<file path="src/verilog/sfcmd_defs.vh">
/*
 * Constants for the serial flash command sequencer: opcodes, status bit
 * positions, address fields and operation times.
 * Assumes inclusion by bare name from the sequencer's design files.
 */
`ifndef SFCMD_DEFS_VH
`define SFCMD_DEFS_VH

// Opcodes
`define SFC_OP_BUSY_OUT_EN   8'h70
`define SFC_OP_BUSY_OUT_DIS  8'h80
`define SFC_OP_AAI_WORD      8'had
`define SFC_OP_WRITE_DIS     8'h04
`define SFC_OP_WRITE_EN      8'h06
`define SFC_OP_READ_STATUS   8'h05
`define SFC_OP_STATUS_ARM    8'h50
`define SFC_OP_STATUS_WRITE  8'h01
`define SFC_OP_SECTOR_ERASE  8'h20
`define SFC_OP_BLOCK32_ERASE 8'h52
`define SFC_OP_BLOCK64_ERASE 8'hd8
`define SFC_OP_ARRAY_ERASE_A 8'h60
`define SFC_OP_ARRAY_ERASE_B 8'hc7
`define SFC_OP_JEDEC_ID      8'h9f
`define SFC_OP_LEGACY_ID_A   8'h90
`define SFC_OP_LEGACY_ID_B   8'hab

// Status register bit positions
`define SFC_SR_BUSY      0
`define SFC_SR_WEL       1
`define SFC_SR_BP_LO     2
`define SFC_SR_BP_HI     5
`define SFC_SR_AAI       6
`define SFC_SR_LOCK      7

// Address fields and erased byte value
`define SFC_SECTOR_LSB   12
`define SFC_BLOCK32_LSB  15
`define SFC_BLOCK64_LSB  16
`define SFC_ADDR_MSB     23
`define SFC_ERASED_BYTE  8'hff

// Byte count and last bit index
`define SFC_ADDR_BYTES   3'h3
`define SFC_BITS_LAST    3'h7

// Operation times in microseconds and the clock in MHz
`define SFC_BYTE_PROG_US    10
`define SFC_SECTOR_ERASE_US 25000
`define SFC_BLOCK_ERASE_US  25000
`define SFC_ARRAY_ERASE_US  50000
`define SFC_CLK_MHZ         20

`endif

</file>
<file path="src/verilog/sfcmd_seq.v">
/*
 * Command sequencer of a serial flash: erase, status, write latch,
 * busy output and identification commands.
 * Assumes chip select, serial clock, serial input and write protect
 * arrive from pins; the memory array sits outside behind erase strobes.
 */
`timescale 1ns/100ps
`default_nettype none
`include "sfcmd_defs.vh"

module sfcmd_seq #(
	parameter [7:0] MAKER_CODE    = 8'h5a, // Arbitrary value
	parameter [7:0] MEM_TYPE_CODE = 8'h3c, // Arbitrary value
	parameter [7:0] CAPACITY_CODE = 8'h14, // Arbitrary value
	parameter [7:0] DEVICE_CODE   = 8'h69, // Arbitrary value
	parameter [4:0] TOP_ADDR_BIT  = 5'd19,
	parameter       BYTE_PROG_CYC = `SFC_BYTE_PROG_US * `SFC_CLK_MHZ,
	parameter       SECTOR_CYC    = `SFC_SECTOR_ERASE_US * `SFC_CLK_MHZ,
	parameter       BLOCK_CYC     = `SFC_BLOCK_ERASE_US * `SFC_CLK_MHZ,
	parameter       ARRAY_CYC     = `SFC_ARRAY_ERASE_US * `SFC_CLK_MHZ
) (
	// Clock and reset
	input  wire        i_clk,
	input  wire        i_resetn,
	// Serial link pins
	input  wire        i_chip_sel_n,
	input  wire        i_sck,
	input  wire        i_si,
	input  wire        i_write_protect_n,
	output reg         o_so,
	output reg         o_so_oe,
	// Array erase and program strobes
	output reg         o_erase_req,
	output reg  [1:0]  o_erase_kind,
	output reg  [23:0] o_erase_addr,
	output reg         o_prog_req,
	output reg  [23:0] o_prog_addr,
	output reg  [15:0] o_prog_data,
	// Status
	output reg  [7:0]  o_status,
	output reg         o_busy_out_mode
);

	localparam ST_OPCODE = 4'b0001;
	localparam ST_ADDR   = 4'b0010;
	localparam ST_DATA   = 4'b0100;
	localparam ST_IGNORE = 4'b1000;

	localparam [1:0] ER_SECTOR = 2'h0;
	localparam [1:0] ER_BLK32  = 2'h1;
	localparam [1:0] ER_BLK64  = 2'h2;
	localparam [1:0] ER_ARRAY  = 2'h3;

	wire cs_n_s;
	wire sck_s;
	wire si_s;
	wire wp_n_s;

	sfcmd_sync #(.RESET_VAL(1'b1)) u_sync_cs (
		.i_clk(i_clk), .i_resetn(i_resetn), .i_async(i_chip_sel_n), .o_sync(cs_n_s));
	sfcmd_sync #(.RESET_VAL(1'b0)) u_sync_sck (
		.i_clk(i_clk), .i_resetn(i_resetn), .i_async(i_sck), .o_sync(sck_s));
	sfcmd_sync #(.RESET_VAL(1'b0)) u_sync_si (
		.i_clk(i_clk), .i_resetn(i_resetn), .i_async(i_si), .o_sync(si_s));
	sfcmd_sync #(.RESET_VAL(1'b1)) u_sync_wp (
		.i_clk(i_clk), .i_resetn(i_resetn), .i_async(i_write_protect_n), .o_sync(wp_n_s));

	reg        cs_n_q;
	reg        sck_q;
	reg [3:0]  state_q;
	reg [2:0]  bit_q;
	reg [7:0]  shift_q;
	reg [7:0]  opcode_q;
	reg [2:0]  addr_cnt_q;
	reg [23:0] addr_q;
	reg [1:0]  data_cnt_q;
	reg [15:0] data_q;
	reg [7:0]  out_q;
	reg        id_sel_q;
	reg [1:0]  jedec_idx_q;
	reg        wel_q;
	reg        aai_q;
	reg        aai_addr_set_q;
	reg [23:0] aai_addr_q;
	reg [3:0]  bp_q;
	reg        lock_q;
	reg        arm_q;
	reg        busy_out_q;
	reg        t_start;
	reg [31:0] t_load;
	wire       t_busy;

	sfcmd_timer #(.WIDTH(32)) u_timer (
		.i_clk(i_clk), .i_resetn(i_resetn), .i_start(t_start),
		.i_load(t_load), .o_busy(t_busy), .o_done());

	wire sck_rise = sck_s & ~sck_q;
	wire sck_fall = ~sck_s & sck_q;
	wire cs_fall  = ~cs_n_s & cs_n_q;
	wire cs_rise  = cs_n_s & ~cs_n_q;
	wire [7:0] byte_in = {shift_q[6:0], si_s};
	wire byte_done = sck_rise & (bit_q == `SFC_BITS_LAST) & ~cs_n_s;
	wire [7:0] status_w = {lock_q, aai_q, bp_q, wel_q, t_busy};
	wire any_prot = (bp_q != 4'h0);

	// Protection covers the top 64-Kbyte blocks: 2^(level-1) of them
	function prot_hit;
		input [23:0] a;
		input [3:0]  lvl;
		reg   [7:0]  blk;
		reg   [7:0]  nblk;
		reg   [7:0]  top;
		begin
			blk  = a[`SFC_ADDR_MSB:`SFC_BLOCK64_LSB];
			top  = 8'hff >> (`SFC_ADDR_MSB - TOP_ADDR_BIT);
			nblk = (lvl == 4'h0) ? 8'h0 : (8'h1 << (lvl - 4'h1));
			// Levels past eight overflow the block count: they cover everything
			prot_hit = (lvl != 4'h0) && ((lvl > 4'h8) ||
				(({8'h0, blk & top} + {8'h0, nblk}) > {8'h0, top}));
		end
	endfunction

	// valid opcodes in hardware busy mode
	wire aai_hw = aai_q & busy_out_q;
	wire op_valid = ~aai_hw | (byte_in == `SFC_OP_AAI_WORD) |
		(byte_in == `SFC_OP_WRITE_DIS);

	always @(posedge i_clk) begin
		if (!i_resetn) begin
			cs_n_q <= 1'b1;
			sck_q <= 1'b0;
			state_q <= ST_OPCODE;
			bit_q <= 3'h0;
			shift_q <= 8'h0;
			opcode_q <= 8'h0;
			addr_cnt_q <= 3'h0;
			addr_q <= 24'h0;
			data_cnt_q <= 2'h0;
			data_q <= 16'h0;
			out_q <= 8'h0;
			id_sel_q <= 1'b0;
			jedec_idx_q <= 2'h0;
			wel_q <= 1'b0;
			aai_q <= 1'b0;
			aai_addr_set_q <= 1'b0;
			aai_addr_q <= 24'h0;
			bp_q <= 4'hf;
			lock_q <= 1'b0;
			arm_q <= 1'b0;
			busy_out_q <= 1'b0;
			t_start <= 1'b0;
			t_load <= 32'h0;
			o_so <= 1'b0;
			o_so_oe <= 1'b0;
			o_erase_req <= 1'b0;
			o_erase_kind <= ER_SECTOR;
			o_erase_addr <= 24'h0;
			o_prog_req <= 1'b0;
			o_prog_addr <= 24'h0;
			o_prog_data <= 16'h0;
			o_status <= 8'h0;
			o_busy_out_mode <= 1'b0;
		end else begin
			cs_n_q <= cs_n_s;
			sck_q <= sck_s;
			t_start <= 1'b0;
			o_erase_req <= 1'b0;
			o_prog_req <= 1'b0;
			o_status <= status_w;
			o_busy_out_mode <= busy_out_q;

			if (cs_fall) begin
				state_q <= ST_OPCODE;
				bit_q <= 3'h0;
				opcode_q <= 8'h0;
				addr_cnt_q <= 3'h0;
				data_cnt_q <= 2'h0;
			end

			if (sck_rise & ~cs_n_s) begin
				shift_q <= byte_in;
				bit_q <= bit_q + 3'h1;
			end

			if (byte_done) begin
				case (state_q)
				ST_OPCODE: begin
					opcode_q <= byte_in;
					if (!op_valid) begin
						state_q <= ST_IGNORE;
					end else begin
						case (byte_in)
						`SFC_OP_SECTOR_ERASE, `SFC_OP_BLOCK32_ERASE,
						`SFC_OP_BLOCK64_ERASE, `SFC_OP_LEGACY_ID_A,
						`SFC_OP_LEGACY_ID_B: begin
							state_q <= ST_ADDR;
						end
						`SFC_OP_WRITE_EN, `SFC_OP_WRITE_DIS, `SFC_OP_STATUS_ARM,
						`SFC_OP_BUSY_OUT_EN, `SFC_OP_BUSY_OUT_DIS,
						`SFC_OP_ARRAY_ERASE_A, `SFC_OP_ARRAY_ERASE_B: begin
							// Single-byte commands wait for deselect to act
							state_q <= ST_DATA;
						end
						`SFC_OP_AAI_WORD: begin
							state_q <= aai_addr_set_q ? ST_DATA : ST_ADDR;
						end
						`SFC_OP_STATUS_WRITE: begin
							state_q <= ST_DATA;
						end
						`SFC_OP_READ_STATUS: begin
							out_q <= status_w;
							state_q <= ST_DATA;
						end
						`SFC_OP_JEDEC_ID: begin
							out_q <= MAKER_CODE;
							jedec_idx_q <= 2'h1;
							state_q <= ST_DATA;
						end
						default: begin
							state_q <= ST_IGNORE;
						end
						endcase
					end
				end
				ST_ADDR: begin
					addr_q <= {addr_q[15:0], byte_in};
					addr_cnt_q <= addr_cnt_q + 3'h1;
					if (addr_cnt_q == `SFC_ADDR_BYTES - 3'h1) begin
						state_q <= ST_DATA;
						if (opcode_q == `SFC_OP_LEGACY_ID_A ||
							opcode_q == `SFC_OP_LEGACY_ID_B) begin
							out_q <= byte_in[0] ? DEVICE_CODE : MAKER_CODE;
							id_sel_q <= ~byte_in[0];
						end
					end
				end
				ST_DATA: begin
					data_q <= {data_q[7:0], byte_in};
					if (data_cnt_q != 2'h3) begin
						data_cnt_q <= data_cnt_q + 2'h1;
					end
					case (opcode_q)
					`SFC_OP_READ_STATUS: begin
						out_q <= status_w;
					end
					`SFC_OP_JEDEC_ID: begin
						out_q <= (jedec_idx_q == 2'h1) ? MEM_TYPE_CODE :
							(jedec_idx_q == 2'h2) ? CAPACITY_CODE : 8'h0;
						if (jedec_idx_q != 2'h3) begin
							jedec_idx_q <= jedec_idx_q + 2'h1;
						end
					end
					`SFC_OP_LEGACY_ID_A, `SFC_OP_LEGACY_ID_B: begin
						out_q <= id_sel_q ? DEVICE_CODE : MAKER_CODE;
						id_sel_q <= ~id_sel_q;
					end
					default: begin
						out_q <= out_q;
					end
					endcase
				end
				default: begin
					state_q <= ST_IGNORE;
				end
				endcase
			end else if (sck_fall & ~cs_n_s & (bit_q != 3'h0)) begin
				out_q <= {out_q[6:0], 1'b0};
			end

			// Serial output: data phase shifts out, busy mode shows ready
			if (cs_n_s) begin
				o_so_oe <= 1'b0;
				o_so <= 1'b0;
			end else if (state_q == ST_DATA && (opcode_q == `SFC_OP_READ_STATUS ||
				opcode_q == `SFC_OP_JEDEC_ID || opcode_q == `SFC_OP_LEGACY_ID_A ||
				opcode_q == `SFC_OP_LEGACY_ID_B)) begin
				o_so_oe <= 1'b1;
				o_so <= out_q[7];
			end else if (aai_hw) begin
				o_so_oe <= 1'b1;
				o_so <= ~t_busy;
			end else begin
				o_so_oe <= 1'b0;
				o_so <= 1'b0;
			end

			if (cs_rise && state_q != ST_IGNORE && bit_q == 3'h0) begin
				arm_q <= (opcode_q == `SFC_OP_STATUS_ARM);
				case (opcode_q)
				`SFC_OP_BUSY_OUT_EN: busy_out_q <= 1'b1;
				`SFC_OP_BUSY_OUT_DIS: busy_out_q <= 1'b0;
				`SFC_OP_WRITE_EN: wel_q <= 1'b1;
				`SFC_OP_WRITE_DIS: begin
					wel_q <= 1'b0;
					aai_q <= 1'b0;
					aai_addr_set_q <= 1'b0;
				end
				`SFC_OP_STATUS_WRITE: begin
					wel_q <= 1'b0;
					if ((wel_q | arm_q) && data_cnt_q != 2'h0 && !t_busy &&
						!(~wp_n_s & lock_q)) begin
						bp_q <= data_q[`SFC_SR_BP_HI:`SFC_SR_BP_LO];
						lock_q <= data_q[`SFC_SR_LOCK];
					end
				end
				`SFC_OP_SECTOR_ERASE, `SFC_OP_BLOCK32_ERASE, `SFC_OP_BLOCK64_ERASE: begin
					if (wel_q && !t_busy && state_q == ST_DATA &&
						!prot_hit(addr_q, bp_q)) begin
						wel_q <= 1'b0;
						o_erase_req <= 1'b1;
						t_start <= 1'b1;
						if (opcode_q == `SFC_OP_SECTOR_ERASE) begin
							o_erase_kind <= ER_SECTOR;
							o_erase_addr <= {addr_q[23:`SFC_SECTOR_LSB], 12'h0};
							t_load <= SECTOR_CYC;
						end else if (opcode_q == `SFC_OP_BLOCK32_ERASE) begin
							o_erase_kind <= ER_BLK32;
							o_erase_addr <= {addr_q[23:`SFC_BLOCK32_LSB], 15'h0};
							t_load <= BLOCK_CYC;
						end else begin
							o_erase_kind <= ER_BLK64;
							o_erase_addr <= {addr_q[23:`SFC_BLOCK64_LSB], 16'h0};
							t_load <= BLOCK_CYC;
						end
					end
				end
				// whole array only when nothing protected
				`SFC_OP_ARRAY_ERASE_A, `SFC_OP_ARRAY_ERASE_B: begin
					if (wel_q && !t_busy && !any_prot) begin
						wel_q <= 1'b0;
						o_erase_req <= 1'b1;
						o_erase_kind <= ER_ARRAY;
						o_erase_addr <= 24'h0;
						t_start <= 1'b1;
						t_load <= ARRAY_CYC;
					end
				end
				// word to even then odd address
				`SFC_OP_AAI_WORD: begin
					if (wel_q && !t_busy && data_cnt_q == 2'h2 &&
						!prot_hit(aai_addr_set_q ? aai_addr_q : addr_q, bp_q)) begin
						o_prog_req <= 1'b1;
						o_prog_addr <= aai_addr_set_q ? aai_addr_q : {addr_q[23:1], 1'b0};
						o_prog_data <= data_q;
						aai_addr_q <= (aai_addr_set_q ? aai_addr_q :
							{addr_q[23:1], 1'b0}) + 24'h2;
						aai_addr_set_q <= 1'b1;
						aai_q <= 1'b1;
						t_start <= 1'b1;
						t_load <= BYTE_PROG_CYC;
					end
				end
				default: begin
					arm_q <= (opcode_q == `SFC_OP_STATUS_ARM);
				end
				endcase
			end
		end
	end

endmodule // sfcmd_seq

`default_nettype wire

</file>
<file path="src/verilog/sfcmd_sync.v">
/*
 * Two-flop synchroniser for one level from outside the clock domain.
 * Assumes a free-running i_clk; no logic reads the first stage.
 */
`timescale 1ns/100ps
`default_nettype none

module sfcmd_sync #(
	parameter RESET_VAL = 1'b0
) (
	// Clock and reset
	input  wire i_clk,
	input  wire i_resetn,
	// Level
	input  wire i_async,
	output reg  o_sync
);

	reg meta_q;

	always @(posedge i_clk) begin
		if (!i_resetn) begin
			meta_q <= RESET_VAL;
			o_sync <= RESET_VAL;
		end else begin
			meta_q <= i_async;
			o_sync <= meta_q;
		end
	end

endmodule // sfcmd_sync

`default_nettype wire

</file>
<file path="src/verilog/sfcmd_timer.v">
/*
 * Down counter that times one self-timed program or erase operation.
 * Assumes a start pulse with a load value; done pulses once at zero.
 */
`timescale 1ns/100ps
`default_nettype none

module sfcmd_timer #(
	parameter WIDTH = 32
) (
	// Clock and reset
	input  wire             i_clk,
	input  wire             i_resetn,
	// Control
	input  wire             i_start,
	input  wire [WIDTH-1:0] i_load,
	output wire             o_busy,
	output reg              o_done
);

	reg [WIDTH-1:0] count_q;

	assign o_busy = (count_q != {WIDTH{1'b0}});

	always @(posedge i_clk) begin
		if (!i_resetn) begin
			count_q <= {WIDTH{1'b0}};
			o_done  <= 1'b0;
		end else begin
			o_done <= 1'b0;
			if (i_start) begin
				count_q <= i_load;
			end else if (o_busy) begin
				count_q <= count_q - {{(WIDTH-1){1'b0}}, 1'b1};
				if (count_q == {{(WIDTH-1){1'b0}}, 1'b1}) begin
					o_done <= 1'b1;
				end
			end
		end
	end

endmodule // sfcmd_timer

`default_nettype wire

</file>
<file path="config.mk">
export PLATFORM = sky130hd
export DESIGN_NAME = sfcmd_seq
export DESIGN_NICKNAME = d
export VERILOG_FILES = /design/src/verilog/sfcmd_seq.v /design/src/verilog/sfcmd_sync.v /design/src/verilog/sfcmd_timer.v
export VERILOG_INCLUDE_DIRS = /design/src /design/src/verilog
export SDC_FILE = /design/constraint.sdc
export NUM_CORES = 1
export LEC_CHECK = 0
export BUFFER_PORTS_ARGS = -buffer_cell sky130_fd_sc_hd__buf_2
export CORE_MARGIN = 5
export CORE_UTILIZATION = 60
export CTS_CLUSTER_SIZE = 14
export DETAILED_ROUTE_END_ITERATION = 10
export PLACE_DENSITY = 0.8
export SYNTH_ARGS = -nofsm -noshare
export SYNTH_HDL_FRONTEND = slang
export SYNTH_SLANG_ARGS = --single-unit
</file>
<file path="constraint.sdc">
create_clock -name i_clk -period 4.85 [get_ports i_clk]
set_input_delay 0.97 -clock i_clk [delete_from_list [all_inputs] [get_ports i_clk]]
set_output_delay 0.97 -clock i_clk [all_outputs]
set_load 0.03 [all_outputs]
</file>
==> flow_summary.toml, run 1 <==
[floorplanning]
die_y_um = 144.5
io_pins = 85
core_um2 = 17900
dieWidth_um = 144.5
die_area_um2 = 20880
std_cell_rows = 49
initial_core_util_pct = 60.62

[sta]
slew_viol_final = 0
slew_headroom_pct = 32.51
rsz0062_at_grt = "no"
fin_crit_sh_pct = 83.08
setup_ws_ns = 0.8207
fmax_mhz = 248.2
fin_crit_ns = 4.029
fin_skew_ns = 0.01521
final.setup.tns_ns = 0
setup_viol = 0
worst_pin_slew_ns = 1.010
finalHoldViolCount = 0

[worst_setup_path]
criticalPathCategory = "reg2reg"
cp.required_ns = 5.29
critPathMaxFanout = 37
cp-start-kind = "register"
end_kind = "register"
arrival_ns = 4.47

[clocking]
cts_tree = "yes"
clockBufferDepth = 3
holdBufCountCts = 0
ctsHtreeMaxLevel = 1
cts.repair.resized = 0
post-cts-setup-buffer-count = 0
numCtsBuffers = 24
clk_pin_slew_ns = 0.06
clk_latency_ns = 0.53
cts_sinks = 224
cts_root_buf = "clkbuf_16"

[worst_hold_path]
min_path_type = "reg2reg"

[synthesis]
syn_area_um2 = 10850
yosysSeqAreaShare_pct = 41.32
synthAdderAreaFrac_pct = 2.398
synth_seq_cells = 224
synth.area.mux_share_pct = 2.698
synthTopCellsByArea = "dfxtp_1 (41%), nand2_1 (8.8%), a21oi_1 (6.8%)"
synth_top_family_by_area = "simple AND/OR/NAND/NOR gates"
synthCells = 1367
yosysUniqueCellTypes = 79
synth_warnings = 0
synth_xor_area_share_pct = 2.663
synth_ff_type = "dfxtp_1"
synth_top_cell_by_area = "dfxtp_1"
synth_edf_count = 0
synthArstFlopShare_pct = 0
synthSimpleGateAreaFrac_pct = 27.50
synth_top_area_share_pct = 41.32
synth.avg_cell_area_um2 = 7.939
synth_compound_area_share_pct = 17.96

[pwr]
peakVddDrop_mv = 0.3267
leakage_nw = 4.352
power_mw = 4.867
p_per_area_nw_per_um2 = 405.1

[placement]
port_buffers = 71
place_ws_ns = 0.9102
gp_congestion = 0.9379
dp.final_hpwl_um = 18010
post_dp_cell_area_um2 = 11190

[finish]
diodes = 0
final_core_util_pct = 67.10
nFillCells = 1509
final_common_cell = "nand2_1"
drive_gt1_share_pct = 10.99
final_cell_mix = "nand2_1 (253), dfxtp_1 (223), a21oi_1 (148), nor2_1 (101), buf_2 (71)"
syn2layout_area_growth_pct = 10.69
fin_area_um2 = 12010
nets = 1409

[global_routing]
antenna_found_initial = 0
grt_pass1_wl_um = 44410
grt_max_degree = 90
grtUsageTotal_pct = 25.59
grt_pass1_vias = 9123
grt_overflow = 0

[outcome]
status = "completed"

[routing]
vias_per_cell = 6.115
drc = 0
drt_iter0_drc = 940
ant_nets = 0
finalWirelength_um = 27040
vias = 9967
wl_per_cell_um = 16.59
drt-pass1-iter-count = 8

[job]
maxCapViolCount = 0
-- flip-flops by register name, summed over array words and instances, names as in the netlist, 7 cells and up --
name,flops
aai_addr_q,23
opcode_q,8
o_prog_addr,23
u_timer.count_q,32
out_q,8
o_erase_addr,12
data_q,16
shift_q,7
addr_q,24
o_prog_data,16
o_status,8
-- path summary, 6_finish.rpt --
kind	slack (ns)	from	cells after the start	to
max	0.82	bp_q[2]	10	aai_addr_q[23]
min reg2reg	0.41	u_sync_cs.meta_q	1	u_sync_cs.o_sync
max reg2reg	0.82	bp_q[2]	10	aai_addr_q[23]
min	0.41	u_sync_cs.meta_q	1	u_sync_cs.o_sync
-- critical path: stages (launching register included) --
cell     delay [ns]
dfxtp_1        0.69
nor4b_1        0.44
ha_1           0.35
a211o_1        0.33
o21ai_0        0.15
nand4_1        0.20
nor4_4         0.44
and2_2         0.74
buf_4          0.31
nand4_1        0.11
a31oi_1        0.19
-- layout make-up --
class,count,area [um2],share of cell area (%)
well taps,229,286.5,2.385
repair buffers,86,480.5,4.000
inverters,27,103.9,0.8645
flip-flops and latches,224,4486,37.34
clock inverters,7,93.84,0.7812
clock buffers,37,730.7,6.083
multi-input cells,1020,5832,48.55
-- cell families after synthesis --
logic type,Yosys count
other,1
XOR/XNOR,33
AO/OA/AOI/OAI,321
AND/OR/NAND/NOR,603
buffers and inverters,135
flip-flops,224
adder cells (fa/ha/maj),21
multiplexers,29
-- Yosys cell counts, types with 6 or more instances --
cell type and instances:
a31oi_1 20, nand2b_1 22, nand3_1 50, nor2_1 101, nor2b_1 9, o211ai_1 21, xnor2_1 17, nand3b_1 10
inv_1 25, or4b_1 6, or2_2 7, o31ai_1 6, or3_1 13, mux2i_1 27, xor2_1 16, o21ai_0 45
a21oi_1 148, nand2_1 253, buf_1 7, nor4_1 13, and2_1 17, clkbuf_1 70, nor3_1 26, nand4_1 14
nor4b_1 11, and3_1 8, or4_1 12, a22oi_1 8, buf_2 15, dfxtp_1 224, a211oi_1 26, ha_1 20
buf_4 15
-- routing by layer --
| layer | wire length [um] | part of all wire, % | global-route usage (%) |
|---|---|---|---|
| met3 | 2020 | 7.5 | 3.869 |
| met1 | 11900 | 44 | 34.60 |
| met4 | 723 | 2.7 | 9.131 |
| met5 | 0 | 0 | 0 |
| met2 | 12400 | 46 | 41.75 |
-- metrics by stage --
step,hold WS [ns],instances
after floorplan,0.3863,1379
after global placement,0.3915,1586
after detailed placement,0.3917,1586
after CTS,0.4097,1630
after global routing,0.4276,1630
final,0.4067,1630
-- power breakdown --
part / internal [mW] / switching (mW)
registers: 1.95 / 0.101
clock network: 1.14 / 0.750
logic: 0.355 / 0.566
Power figures use the tool's default switching activity.
==> run 2: changes to the inputs <==
--- a/config.mk
+++ b/config.mk
@@ -8,10 +8,10 @@
 export LEC_CHECK = 0
 export BUFFER_PORTS_ARGS = -buffer_cell sky130_fd_sc_hd__buf_2
 export CORE_MARGIN = 5
-export CORE_UTILIZATION = 60
+export CORE_UTILIZATION = 54
 export CTS_CLUSTER_SIZE = 14
 export DETAILED_ROUTE_END_ITERATION = 10
-export PLACE_DENSITY = 0.8
+export PLACE_DENSITY = 0.76
 export SYNTH_ARGS = -nofsm -noshare
 export SYNTH_HDL_FRONTEND = slang
 export SYNTH_SLANG_ARGS = --single-unit
==> constraint.sdc (replaced) <==
create_clock -name i_clk -period 3.39 [get_ports i_clk]
set_input_delay 0.678 -clock i_clk [delete_from_list [all_inputs] [get_ports i_clk]]
set_output_delay 0.678 -clock i_clk [all_outputs]
set_load 0.03 [all_outputs]
==> flow_summary.toml, run 2 (synthesis results as in run 1) <==
[finish]
final_common_cell = "nand2_1"
final_core_util_pct = 62.92
drive_gt1_share_pct = 13.38
nFillCells = 1750
diodes = 0
seq_area_um2 = 4489
nets = 1442
largest_register_ffs = 32
largest_registers = "u_timer.count_q x32, addr_q x24"
instances_no_fill = 1693
regMostFlops = "u_timer.count_q"
final_cell_mix = "nand2_1 (253), dfxtp_1 (222), a21oi_1 (148), nor2_1 (101), buf_2 (71)"
multi_input_area_um2 = 5883
fin_area_um2 = 12370
syn2layout_area_growth_pct = 13.94

[routing]
vias_per_cell = 5.822
wl_per_cell_um = 16.10
drt-pass1-iter-count = 5
vias = 9857
drc = 0
ant_nets = 0
finalWirelength_um = 27260
drt_iter0_drc = 713

[sta]
holdWs_ns = 0.3474
fin_crit_ns = 3.171
fin_crit_sh_pct = 93.53
fmax_mhz = 315.4
rsz0062_at_grt = "no"
fin_skew_ns = 0.01117
slew_headroom_pct = 44.52
worst_pin_slew_ns = 0.8206
finalHoldViolCount = 0
setup_viol = 0
slew_viol_final = 0

[global_routing]
grt_pass1_vias = 8880
grtUsageMet3_pct = 3.093
grt_pass1_wl_um = 44450
use_met2_pct = 38.18
grtUsageTotal_pct = 23.23
grt_overflow = 0
grt_util_met1_pct = 32.42
antenna_found_initial = 0
grt_max_degree = 155
gr-max-usage-layer = "met2"

[clocking]
cts_sinks = 224
ctsHtreeMaxLevel = 1
clk_latency_ns = 0.51
clk_pin_slew_ns = 0.06
cts_tree = "yes"
cts_root_buf = "clkbuf_16"
numCtsBuffers = 24
clockBufferDepth = 3
holdBufCountCts = 0

[worst_setup_path]
arrival_ns = 3.58
max_stage_delay_ns = 0.60
reg2regPathDepth = 12
critPathSlowestCell = "or4b_1"
cp_common_cell = "buf_4"
cp-start-kind = "register"
criticalPathCategory = "reg2reg"
crit_chain = "buf_4 > or4b_1 > xnor2_1 > ha_1 > a211oi_1 > o22ai_1 > mux2i_1 > nor4_1 > buf_4 > and3b_2 > o21ai_0 > and3_1"
end_kind = "register"
cp.required_ns = 3.80
critPathMaxFanout = 9

[pwr]
leakage_nw = 4.515
p_per_area_nw_per_um2 = 559.5
peakVddDrop_mv = 0.3355
power_mw = 6.919

[placement]
port_buffers = 71
dp_cells = 1649
gp_congestion = 0.9398
post_dp_cell_area_um2 = 11520
dp.final_hpwl_um = 18440

[floorplanning]
die_y_um = 151.8
die_area_um2 = 23030
core_um2 = 19650
io_pins = 85
initial_core_util_pct = 55.22
dieWidth_um = 151.8
std_cell_rows = 51

[worst_hold_path]
min_path_type = "in2reg"
hold_depth = 2

[job]
maxCapViolCount = 0

[outcome]
status = "completed"
[run 2: changes by cell type in the layout (fill, tap and decap cells not counted), sizes merged]
| cell | change |
|---|---|
| buf | +33 |
| clkbuf | -3 |
| clkinvlp | -2 |
| inv | -1 |
[run 2: worst paths after layout]
check                   startpoint                to  slack, ns
setup / recovery           bp_q[0]   o_erase_kind[0]       0.22
hold / removal        i_chip_sel_n  u_sync_cs.meta_q       0.35
setup reg to reg           bp_q[0]   o_erase_kind[0]       0.22
hold reg to reg   u_sync_cs.meta_q  u_sync_cs.o_sync       0.41
[run 2: where the power goes]
part / internal [mW] / switching [mW]
Sequential: 2.79 / 0.145
Clock: 1.59 / 1.01
Combinational: 0.550 / 0.837
[run 2: cell type report]
| cell class | instances | area share, % |
|---|---|---|
| inverters | 27 | 0.8398 |
| clock inverters | 4 | 0.5666 |
| well taps | 265 | 2.681 |
| repair buffers | 119 | 6.294 |
| multi-input cells | 1020 | 47.58 |
| clock buffers | 34 | 5.737 |
| flip-flops and latches | 224 | 36.30 |
[run 2: worst max-delay path: cells and delay by family (launching register included)]
family | cells | cell delay [ns]
AOI/OAI and AO/OA | 3 | 0.47
xor gates and xnor gates | 1 | 0.17
adders and majority gates | 1 | 0.20
buffers and inverters | 2 | 0.39
DFF | 1 | 0.36
muxes | 1 | 0.16
and+or+nand+nor | 4 | 1.32
[run 2: repair_timing]
| item | in CTS | in global routing |
|---|---|---|
| endpoints found under the setup margin | 20 | 62 |
| pin swaps | 0 | 2 |
| buffers inserted | 0 | 6 |
| endpoints found under the hold margin | 0 | 0 |
| cloned | 0 | 0 |
| gates resized for setup | 1 | 6 |
[run 2: routing by layer]
layer	wire length, um	share of wire [%]
met5	0	0
met4	533	2.0
met3	1789	6.6
met2	12800	47
met1	12140	45
[run 2: stage by stage]
step | setup WS [ns] | setup TNS, ns
after CTS | 0.09745 | 0
final | 0.2195 | 0
after detailed placement | -0.03923 | -0.2163
after global routing | 0.02507 | 0
after global placement | 0.1168 | 0
after floorplan | 0.03118 | 0
